$ cat config.mk
export PLATFORM = sky130hd
export DESIGN_NAME = tsb_target
export DESIGN_NICKNAME = d
export VERILOG_FILES = /design/src/include/tsb_pkg.sv /design/src/logic/tsb_fifo.sv /design/src/logic/tsb_target.sv
export SDC_FILE = /design/constraint.sdc
export NUM_CORES = 1
export LEC_CHECK = 0
export BUFFER_PORTS_ARGS = -buffer_cell sky130_fd_sc_hd__clkbuf_2
export CELL_PAD_IN_SITES_DETAIL_PLACEMENT = 1
export CELL_PAD_IN_SITES_GLOBAL_PLACEMENT = 1
export CORE_MARGIN = 5
export CORE_UTILIZATION = 55
export DETAILED_ROUTE_END_ITERATION = 8
export PLACE_DENSITY_LB_ADDON = 0.1
export SLEW_MARGIN = 5
export SYNTH_ARGS = -nofsm -noshare
export SYNTH_HDL_FRONTEND = slang
export SYNTH_SLANG_ARGS = --single-unit
export TNS_END_PERCENT = 1
$ cat constraint.sdc
create_clock -name clk -period 4.7 [get_ports clk]
set_input_delay 0.235 -clock clk [delete_from_list [all_inputs] [get_ports clk]]
set_output_delay 0.235 -clock clk [all_outputs]
set_load 0.01 [all_outputs]
$ cat src/include/tsb_pkg.sv
// Purpose: shared constants for the two-wire target front end
// Assumes: 100 MHz core clock
// Notes: address prefixes select the function behind the front end
package tsb_pkg;
	localparam int CLK_MHZ = 100;
	// kept short: sync plus filter delay must stay well inside half a bus
	// clock period, or the ack lands after the host's sampling point
	localparam int GLITCH_NS = 10;
	localparam int GLITCH_CYC = (GLITCH_NS * CLK_MHZ + 999) / 1000;
	localparam logic [3:0] PFX_TEMP = 4'h3;
	localparam logic [3:0] PFX_STORE = 4'hA;
	localparam logic [3:0] PFX_PROT = 4'h6;
	localparam logic [2:0] BIT_MSB = 3'h7;
	localparam logic [2:0] BIT_LSB = 3'h0;
	localparam int FIFO_DEPTH = 16;
	typedef enum logic [1:0] {
		TSB_FN_NONE,
		TSB_FN_TEMP,
		TSB_FN_STORE,
		TSB_FN_PROT
	} tsb_fn_e;
	typedef enum {
		TSB_IDLE,
		TSB_ADDR,
		TSB_ADDR_ACK,
		TSB_WR,
		TSB_WR_ACK,
		TSB_RD,
		TSB_RD_ACK
	} tsb_st_e;
endpackage

$ cat src/logic/tsb_fifo.sv
// Purpose: small synchronous FIFO with valid/ready on both sides
// Assumes: one clock, synchronous active-low reset
// Notes: full and empty come straight from the word count
`timescale 1ns/10ps
`default_nettype none
module tsb_fifo #(
	parameter int WIDTH = 8,
	parameter int DEPTH = 16
) (
	input wire logic clk,
	input wire logic rst_n,
	input wire logic in_valid,
	output logic in_ready,
	input wire logic [WIDTH-1:0] in_data,
	output logic out_valid,
	input wire logic out_ready,
	output logic [WIDTH-1:0] out_data
);
	localparam int AW = $clog2(DEPTH);
	logic [WIDTH-1:0] mem_ff [DEPTH];
	logic [AW-1:0] wp_ff, rp_ff, nxt_wp, nxt_rp;
	logic [AW:0] cnt_ff, nxt_cnt;
	logic push, pop;
	assign in_ready = (cnt_ff != (AW+1)'(DEPTH));
	assign out_valid = (cnt_ff != '0);
	assign out_data = mem_ff[rp_ff];
	assign push = in_valid && in_ready;
	assign pop = out_valid && out_ready;
	always_comb begin
		nxt_wp = push ? wp_ff + 1'b1 : wp_ff;
		nxt_rp = pop ? rp_ff + 1'b1 : rp_ff;
		nxt_cnt = cnt_ff + (AW+1)'(push) - (AW+1)'(pop);
	end
	always_ff @(posedge clk) begin
		if (!rst_n) begin
			wp_ff <= '0;
			rp_ff <= '0;
			cnt_ff <= '0;
		end else begin
			wp_ff <= nxt_wp;
			rp_ff <= nxt_rp;
			cnt_ff <= nxt_cnt;
		end
	end
	// storage has no reset: contents are only read while counted valid
	always_ff @(posedge clk) begin
		if (push) begin
			mem_ff[wp_ff] <= in_data;
		end
	end
endmodule
`default_nettype wire

$ cat src/logic/tsb_target.sv
// Purpose: two-wire serial bus target front end with address straps
// Assumes: bus pins are asynchronous; clk far faster than 400 kHz
// Notes: received bytes go to a FIFO; read bytes come from rd_* port
`timescale 1ns/10ps
`default_nettype none
module tsb_target #(
	parameter int FIFO_DEPTH = tsb_pkg::FIFO_DEPTH
) (
	input wire logic clk,
	input wire logic rst_n,
	input wire logic scl_in,
	input wire logic sda_in,
	output logic sda_out,
	output logic sda_oe,
	input wire logic addr_strap_bit_zero,
	input wire logic addr_strap_bit_one,
	input wire logic addr_strap_bit_two,
	input wire logic strap_zero_hv,
	output logic prot_qual,
	input wire logic alarm_req,
	output logic alarm_out,
	output logic alarm_oe,
	output logic [1:0] acc_fn,
	output logic acc_read,
	output logic acc_start,
	output logic acc_stop,
	output logic rx_valid,
	input wire logic rx_ready,
	output logic [7:0] rx_data,
	input wire logic [7:0] rd_data,
	output logic rd_take
);
	localparam int GW = $clog2(tsb_pkg::GLITCH_CYC + 1);
	// three-stage synchronisers; only stages 2 and 3 are compared
	logic [2:0] scl_sy_ff, sda_sy_ff;
	logic scl_ff, sda_ff, nxt_scl, nxt_sda;
	logic [GW-1:0] scl_cnt_ff, sda_cnt_ff, nxt_scl_cnt, nxt_sda_cnt;
	logic scl_rise, scl_fall, start_det, stop_det;
	tsb_pkg::tsb_st_e st_ff, nxt_st;
	logic [7:0] sh_ff, nxt_sh;
	logic [2:0] bit_ff, nxt_bit;
	logic [2:0] strap_ff, nxt_strap;
	logic [1:0] fn_ff, nxt_fn;
	logic rd_ff, nxt_rd, oe_ff, nxt_oe, nack_ff, nxt_nack;
	logic al_ff, hv_ff, start_ff, stop_ff;
	logic push, f_ready;

	function automatic logic [1:0] decode_fn(input logic [3:0] pfx);
		case (pfx)
			tsb_pkg::PFX_TEMP: decode_fn = 2'(tsb_pkg::TSB_FN_TEMP);
			tsb_pkg::PFX_STORE: decode_fn = 2'(tsb_pkg::TSB_FN_STORE);
			tsb_pkg::PFX_PROT: decode_fn = 2'(tsb_pkg::TSB_FN_PROT);
			default: decode_fn = 2'(tsb_pkg::TSB_FN_NONE);
		endcase
	endfunction

	// a level change is accepted only after it stays for GLITCH_CYC + 1 cycles
	always_comb begin
		nxt_scl = scl_ff;
		nxt_sda = sda_ff;
		nxt_scl_cnt = '0;
		nxt_sda_cnt = '0;
		if (scl_sy_ff[1] == scl_sy_ff[2] && scl_sy_ff[2] != scl_ff) begin
			nxt_scl_cnt = scl_cnt_ff + 1'b1;
			if (scl_cnt_ff == GW'(tsb_pkg::GLITCH_CYC)) begin
				nxt_scl = scl_sy_ff[2];
				nxt_scl_cnt = '0;
			end
		end
		if (sda_sy_ff[1] == sda_sy_ff[2] && sda_sy_ff[2] != sda_ff) begin
			nxt_sda_cnt = sda_cnt_ff + 1'b1;
			if (sda_cnt_ff == GW'(tsb_pkg::GLITCH_CYC)) begin
				nxt_sda = sda_sy_ff[2];
				nxt_sda_cnt = '0;
			end
		end
	end
	always_ff @(posedge clk) begin
		if (!rst_n) begin
			scl_sy_ff <= 3'h7;
			sda_sy_ff <= 3'h7;
			scl_ff <= 1'b1;
			sda_ff <= 1'b1;
			scl_cnt_ff <= '0;
			sda_cnt_ff <= '0;
		end else begin
			scl_sy_ff <= {scl_sy_ff[1:0], scl_in};
			sda_sy_ff <= {sda_sy_ff[1:0], sda_in};
			scl_ff <= nxt_scl;
			sda_ff <= nxt_sda;
			scl_cnt_ff <= nxt_scl_cnt;
			sda_cnt_ff <= nxt_sda_cnt;
		end
	end
	assign scl_rise = nxt_scl && !scl_ff;
	assign scl_fall = !nxt_scl && scl_ff;
	assign start_det = scl_ff && nxt_scl && sda_ff && !nxt_sda;
	assign stop_det = scl_ff && nxt_scl && !sda_ff && nxt_sda;
	assign push = (st_ff == tsb_pkg::TSB_WR) && scl_rise
		&& bit_ff == tsb_pkg::BIT_LSB && f_ready;

	// bits are taken on bus clock rise, driven after its fall
	always_comb begin
		nxt_st = st_ff;
		nxt_sh = sh_ff;
		nxt_bit = bit_ff;
		nxt_strap = strap_ff;
		nxt_fn = fn_ff;
		nxt_rd = rd_ff;
		nxt_oe = oe_ff;
		nxt_nack = nack_ff;
		if (start_det) begin
			nxt_st = tsb_pkg::TSB_ADDR;
			nxt_bit = tsb_pkg::BIT_MSB;
			nxt_oe = 1'b0;
			nxt_strap = {addr_strap_bit_two, addr_strap_bit_one,
				addr_strap_bit_zero};
		end else if (stop_det) begin
			nxt_st = tsb_pkg::TSB_IDLE;
			nxt_oe = 1'b0;
		end else begin
			case (st_ff)
				tsb_pkg::TSB_IDLE: begin
					nxt_oe = 1'b0;
				end
				tsb_pkg::TSB_ADDR, tsb_pkg::TSB_WR: begin
					if (scl_rise) begin
						nxt_sh = {sh_ff[6:0], sda_ff};
						nxt_bit = bit_ff - 1'b1;
						if (bit_ff == tsb_pkg::BIT_LSB) begin
							nxt_st = (st_ff == tsb_pkg::TSB_ADDR)
								? tsb_pkg::TSB_ADDR_ACK : tsb_pkg::TSB_WR_ACK;
							nxt_nack = (st_ff == tsb_pkg::TSB_WR) && !f_ready;
						end
					end
				end
				tsb_pkg::TSB_ADDR_ACK: begin
					if (scl_fall && !oe_ff) begin
						nxt_fn = decode_fn(sh_ff[7:4]);
						nxt_rd = sh_ff[0];
						if (sh_ff[3:1] == strap_ff
							&& decode_fn(sh_ff[7:4]) != 2'(tsb_pkg::TSB_FN_NONE)) begin
							nxt_oe = 1'b1;
						end else begin
							nxt_st = tsb_pkg::TSB_IDLE;
						end
					end else if (scl_fall) begin
						nxt_oe = 1'b0;
						nxt_bit = tsb_pkg::BIT_MSB;
						nxt_st = rd_ff ? tsb_pkg::TSB_RD : tsb_pkg::TSB_WR;
						if (rd_ff) begin
							nxt_sh = rd_data;
							nxt_oe = !rd_data[7];
						end
					end
				end
				tsb_pkg::TSB_WR_ACK: begin
					if (scl_fall && !oe_ff) begin
						nxt_oe = !nack_ff;
						if (nack_ff) begin
							nxt_st = tsb_pkg::TSB_IDLE;
						end
					end else if (scl_fall) begin
						nxt_oe = 1'b0;
						nxt_bit = tsb_pkg::BIT_MSB;
						nxt_st = tsb_pkg::TSB_WR;
					end
				end
				tsb_pkg::TSB_RD: begin
					if (scl_fall) begin
						nxt_bit = bit_ff - 1'b1;
						nxt_sh = {sh_ff[6:0], 1'b0};
						nxt_oe = (bit_ff != tsb_pkg::BIT_LSB) && !sh_ff[6];
						if (bit_ff == tsb_pkg::BIT_LSB) begin
							nxt_st = tsb_pkg::TSB_RD_ACK;
						end
					end
				end
				tsb_pkg::TSB_RD_ACK: begin
					if (scl_rise) begin
						nxt_nack = sda_ff;
					end else if (scl_fall) begin
						nxt_bit = tsb_pkg::BIT_MSB;
						if (nack_ff) begin
							nxt_st = tsb_pkg::TSB_IDLE;
						end else begin
							nxt_st = tsb_pkg::TSB_RD;
							nxt_sh = rd_data;
							nxt_oe = !rd_data[7];
						end
					end
				end
				default: nxt_st = tsb_pkg::TSB_IDLE;
			endcase
		end
	end
	always_ff @(posedge clk) begin
		if (!rst_n) begin
			st_ff <= tsb_pkg::TSB_IDLE;
			sh_ff <= '0;
			bit_ff <= tsb_pkg::BIT_MSB;
			strap_ff <= '0;
			fn_ff <= '0;
			rd_ff <= 1'b0;
			oe_ff <= 1'b0;
			nack_ff <= 1'b0;
			al_ff <= 1'b0;
			hv_ff <= 1'b0;
			start_ff <= 1'b0;
			stop_ff <= 1'b0;
		end else begin
			st_ff <= nxt_st;
			sh_ff <= nxt_sh;
			bit_ff <= nxt_bit;
			strap_ff <= nxt_strap;
			fn_ff <= nxt_fn;
			rd_ff <= nxt_rd;
			oe_ff <= nxt_oe;
			nack_ff <= nxt_nack;
			al_ff <= alarm_req;
			hv_ff <= strap_zero_hv;
			start_ff <= start_det;
			stop_ff <= stop_det;
		end
	end
	tsb_fifo #(.WIDTH(8), .DEPTH(FIFO_DEPTH)) u_rx_fifo (
		.clk(clk),
		.rst_n(rst_n),
		.in_valid(push),
		.in_ready(f_ready),
		.in_data({sh_ff[6:0], sda_ff}),
		.out_valid(rx_valid),
		.out_ready(rx_ready),
		.out_data(rx_data)
	);
	assign sda_out = 1'b0;
	assign sda_oe = oe_ff;
	assign alarm_out = 1'b0;
	assign alarm_oe = al_ff;
	assign prot_qual = hv_ff;
	assign acc_fn = fn_ff;
	assign acc_read = rd_ff;
	assign acc_start = start_ff;
	assign acc_stop = stop_ff;
	assign rd_take = (st_ff == tsb_pkg::TSB_RD_ACK) && scl_fall && !nack_ff;
endmodule
`default_nettype wire

* Word level (Yosys, flattened, before mapping) *
Memory sizes are Yosys's and may differ from the RTL's. A register that Yosys moved wholly into a read port is not among the register bits.
Cells that the tools add are included.

word-level totals
  flip-flop bits (word level) = 78
  bits in writable memories = 128
  input port bits = 18
  output and inout bits = 20
  logic and storage cells = 194
  memories kept = 1

memories
  memory            words  width  read ports  clocked after memory_dff  wr ports  line            RTL
  u_rx_fifo.mem_ff  16     8      1           1                         1         tsb_fifo.sv:20  logic [WIDTH-1:0] mem_ff [DEPTH];

cells by class
  add/sub/neg operators = 7
  equality and inequality tests = 46
  mux-type cells = 61
  bitwise logic cells = 6
  reductions and logical operators = 51

operators with widths
  operator                                                                count
  32-bit 2-to-1 mux                                                       12
  32-bit one-hot mux with 6 select lines                                  1
  32-bit by 3-bit equality test with 1-bit output, second input constant  4
  32-bit by 2-bit equality test with 1-bit output, second input constant  3
  8-bit 2-to-1 mux                                                        8
  11-bit AND reduction                                                    3
  32-bit by 1-bit equality test with 1-bit output, second input constant  1
  32-bit by 4-bit equality test with 1-bit output, second input constant  1
  32-bit logical NOT                                                      1
  8-bit one-hot mux with 4 select lines                                   1
  5-bit inequality test, second input constant                            5
  3-bit 2-to-1 mux                                                        8
  2-bit inequality test, second input constant                            12
  4-bit inequality test, second input constant                            6
  1-bit 2-to-1 mux                                                        21
  1-bit logical AND                                                       20
  3-bit inequality test, second input constant                            6
  3-bit one-hot mux with 4 select lines                                   1
  6-bit AND reduction                                                     2
  5-bit nonzero test                                                      2
  1-bit logical NOT                                                       9
  3-bit OR reduction                                                      3
  4-bit by 1-bit adder with 4-bit output, second input constant           2
  2-bit 2-to-1 mux                                                        4
  22 further kinds                                                        35

* Logic depth before layout (Yosys ltp) *
  depth after elaboration = 17
  depth in mapped cells = 15

* Hierarchy *
From an unflattened synthesis, not the netlist that was laid out.

unflattened totals
  cells, all modules = 540
  area, all modules = 7,812.5 µm²

by module, submodules not included
  module      instances  cells each  area an instance (µm²)
  tsb_fifo    1          310         5,769.3
  tsb_target  1          230         2,043.2

* Least setup slack after synthesis *
No wires, ideal clock.

  path type = register -> register
  start = register u_rx_fifo.cnt_ff[3]
  end = register u_rx_fifo.cnt_ff[4]
  arrival time = 2,788 ps
  slack = 1,796 ps
  stages on the path, launching flop included = 16
  clock period less this slack = 2,904 ps
  cell sequence = dfxtp_1 -> inv_1 -> ha_1 -> or4b_1 -> and2_1 -> clkbuf_1 -> ha_1 -> inv_1 -> ha_1 -> inv_1 -> fa_1 -> inv_1 -> a21oi_1 -> nor2_1 -> or3_1 -> and3_1

RTL lines
  what                                         line              RTL
  from (decl)                                  tsb_fifo.sv:22    logic [AW:0] cnt_ff, nxt_cnt;
  from (signal assigned)                       tsb_fifo.sv:42    cnt_ff <= nxt_cnt;
  5-bit nonzero test                           tsb_fifo.sv:25    assign out_valid = (cnt_ff != '0);
  named net rx_valid                           tsb_target.sv:27  output logic rx_valid,
  1-bit logical AND                            tsb_fifo.sv:28    assign pop = out_valid && out_ready;
  5-bit by 1-bit subtractor with 5-bit output  tsb_fifo.sv:32    nxt_cnt = cnt_ff + (AW+1)'(push) - (AW+1)'(pop);

The timed path passes the listed nets, and every way through them passes these cells.
A chain may end at the register's enable or synchronous reset.

* Final worst setup path *
  start = register st_ff[0]
  end = memory u_rx_fifo.mem_ff[3][7], enable pin

between the ends
  longest elaborated chain between the ends = 7

RTL lines
  what                                             line               RTL
  from (decl)                                      tsb_target.sv:39   tsb_pkg::tsb_st_e st_ff, nxt_st;
  from (signal assigned)                           tsb_target.sv:199  st_ff <= tsb_pkg::TSB_IDLE;
  from (signal assigned)                           tsb_target.sv:212  st_ff <= nxt_st;
  32-bit by 3-bit equality test with 1-bit output  tsb_target.sv:99   assign push = (st_ff == tsb_pkg::TSB_WR) && scl_rise
  1-bit logical AND                                tsb_target.sv:99
  1-bit logical AND (2 in series)                  tsb_target.sv:100  && bit_ff == tsb_pkg::BIT_LSB && f_ready;
  1-bit logical AND                                tsb_fifo.sv:27     assign push = in_valid && in_ready;
  named net u_rx_fifo.push                         tsb_fifo.sv:23     logic push, pop;
  1-bit 2-to-1 mux                                 tsb_fifo.sv:47     if (push) begin
  1-bit 2-to-1 mux (not written as such)           tsb_fifo.sv:48     mem_ff[wp_ff] <= in_data;
  to (decl)                                        tsb_fifo.sv:20

The timed path passes the listed nets, and every way through them passes these cells.

==> results.txt <==
share of layout cells above drive strength 1: 21.4%
CORE AREA: 13800 µm²
global-route wire length before repair: 28.4 mm
Synth async-reset ratio: 0%
Synth warnings: 0
status: finished, final reports clean
CTS buffer count: 17
worst vdd ir: 0.000263 V
clk_lat worst skew: 0.43 ns
sequential share of the synthesized area: 63.8%
Rel. slew slack: 17.5%
DRT Pass-1 Iters: 7
Tightest Pin Transition: 1.23 ns
slowest cell delay on critical path: 1.00 ns
vias in the first global route: 4780
Int Pwr: 2.68 mW
crit-path cells: nand3b_1 -> nor4_4 -> nand2_1 -> nor3_1
Routed WL: 17.9 mm
H-Tree Level Count: 4
Initial Utilization: 55.9%
CP top delay family: simple AND/OR/NAND/NOR gates
Clock transition at path regs: 0.06 ns
final setup fails: 0
Netlist cell types: 64
slowest CP cell: nor3_1
Tcrit/Tclk final: 70.7%
Pwr Total: 3.53 mW
io pins: 38
routability congestion estimate: 0.863
Site Rows: 43
Hold Violations, Final: 0
Vias/cell: 6.08
Max Fclk: 301 MHz
initial antenna violation count: 1
Setup TNS: 0 ns
Worst Path Arrival: 3.36 ns
Final #Nets: 581
Post-synth top flop: edfxtp_1
synthesis-to-layout area growth: 11.3%
RSZ-0062 raised after global routing: no
CTS tree: built
Max clock buf depth: 2
R2R setup slack: 1.38 ns
cell count after synthesis: 521
sw frac: 24.2%
PwrDens: 413 nW/µm²
Yosys top cell by area: edfxtp_1
Total GRT Usage: 23.4%
placed cells: 707
ANT cells: 0
top cells by count, synth: 128 x edfxtp_1, 53 x dfxtp_1, 40 x mux4_2, 35 x nand2_1, 24 x nor2_1
# Max-Cap Violations: 0
worst-path maximum fanout: 21
clock sink count: 181
DP HPWL: 11.8 mm
post-layout minimum cycle time: 3.32 ns
fin. max-slew vios: 0
Sequential Power Share: 51.7%
Lkg Pwr: 3.15 nW
Crit Path Category: flip-flop to flip-flop
drt wl/cell: 24.1 µm
most frequent cell after synthesis: edfxtp_1
IO Port Bufs: 35
top area cells in the synthesized netlist: edfxtp_1 50%, dfxtp_1 14%, mux4_2 12%
Post-Route Skew: 0.0116 ns
Die Ht: 128 µm
Synth Area per Inst: 14.8 µm²
worst hold slack: 0.0122 ns
buffer and inverter count on the worst path: 0
Worst setup SP type: flip-flop
Vias: 4512
Root Buffer: clkbuf_16
Clock power frac: 38.1%
share of the synthesized area in the top cell type: 50.0%
Post-synth EDFFs: 128
post-route setup slack: 1.38 ns
Post-Syn Area: 7690 µm²
drt initial violations: 459
Worst Hold Class: input port to flip-flop
antenna-violating nets left: 0
CP required: 4.74 ns
Logic pwr share: 10.2%
die area: 16500 µm²
flops & latches, synth: 181
pin count of the biggest net entering global routing: 33
crit end category: flip-flop
GRT overflow: 0
# DRC: 0
Place WS: 1.50 ns
final non-filler cell total: 742
DIE WIDTH: 128 µm
Psw: 0.856 mW
[worst reg2reg max path, delay by kind of cell, from the launching register on]
kind             cells  cell delay, ns
flip-flops           1            0.75
AND/OR/NAND/NOR      4            2.19
[sequential cells by signal, indices dropped and copies added, names as in the netlist, 4 cells and up, named ones only]
name,flops
u_rx_fifo.mem_ff,128
u_rx_fifo.cnt_ff,5
u_rx_fifo.wp_ff,4
sh_ff,8
u_rx_fifo.rp_ff,4
[cell usage in the layout (no fill, tap or decap), drive strengths merged, types with 5 or more instances in the layout]
master  count
dfxtp      53
clkbuf     56
xnor2      10
clkinv      5
mux4       40
ha         13
o21ai      18
a21oi      19
nand2      35
edfxtp    128
nor2b      10
nand3       9
nor3        9
mux2i       8
inv        17
nand2b     15
o211a       7
nor2       24
and2       17
[routing by layer]
layer | up-vias | global-route usage, % | part of all wire [%]
met5 | - | 0 | 0.073
met4 | 2 | 8.36 | 2.2
met3 | 30 | 5.25 | 5.2
met2 | 151 | 39.7 | 52
met1 | 2313 | 29.6 | 40
li1 | 2016 | - | -
[cell families (layout without fill, tap and decap cells)]
kind of cell / after synthesis / in the layout / synth area share, %
fa+ha+maj: 14 / 14 / 2.37
other cells: 1 / 2 / 0.0487
xor+xnor: 14 / 14 / 1.59
buf+inv: 47 / 87 / 2.68
simple gates: 149 / 149 / 10.9
flops: 181 / 181 / 63.8
mux: 48 / 48 / 12.8
compound gates: 67 / 67 / 5.90
[final cells by class]
class	instances	area, µm²
flip-flops and latches	181	4910
fillers	1333	5210
repair buffers	40	220
multi-input cells	294	2590
well taps	180	225
clock inverters	11	105
inverters	15	56.3
clock buffers	21	450
[through the flow]
step / instance area [µm²] / util [%]
detailed placement: 7960 / 57.8
CTS: 8550 / 62.1
finish: 8560 / 62.1
floorplan: 7700 / -
global placement: 7960 / 57.8
global route: 8560 / 62.1
[power groups by stage]
stage / registers (mW) / clock network (mW) / logic, mW
2_1_floorplan: 1.78 / 0 / 0.354
3_3_place_gp: 1.86 / 0 / 0.350
4_1_cts: 1.83 / 1.36 / 0.369
3_5_place_dp: 1.87 / 0 / 0.361
5_1_grt: 1.84 / 1.46 / 0.398
6_report: 1.83 / 1.35 / 0.361
[worst paths after layout]
kind / from / end / depth (start not counted)
min: alarm_req / alarm_oe / 2
min reg2reg: sda_sy_ff[0] / sda_sy_ff[1] / 1
max reg2reg: st_ff[0] / u_rx_fifo.mem_ff[3][7] / 4
max: st_ff[0] / u_rx_fifo.mem_ff[3][7] / 4
[what timing repair did]
item                      in CTS  in global routing
setup buffers                  0                  0
gates resized for setup        0                  0
hold buffers                   3                  0
hold endpoints to repair       3                  0
(Power assumes the default switching activity.)
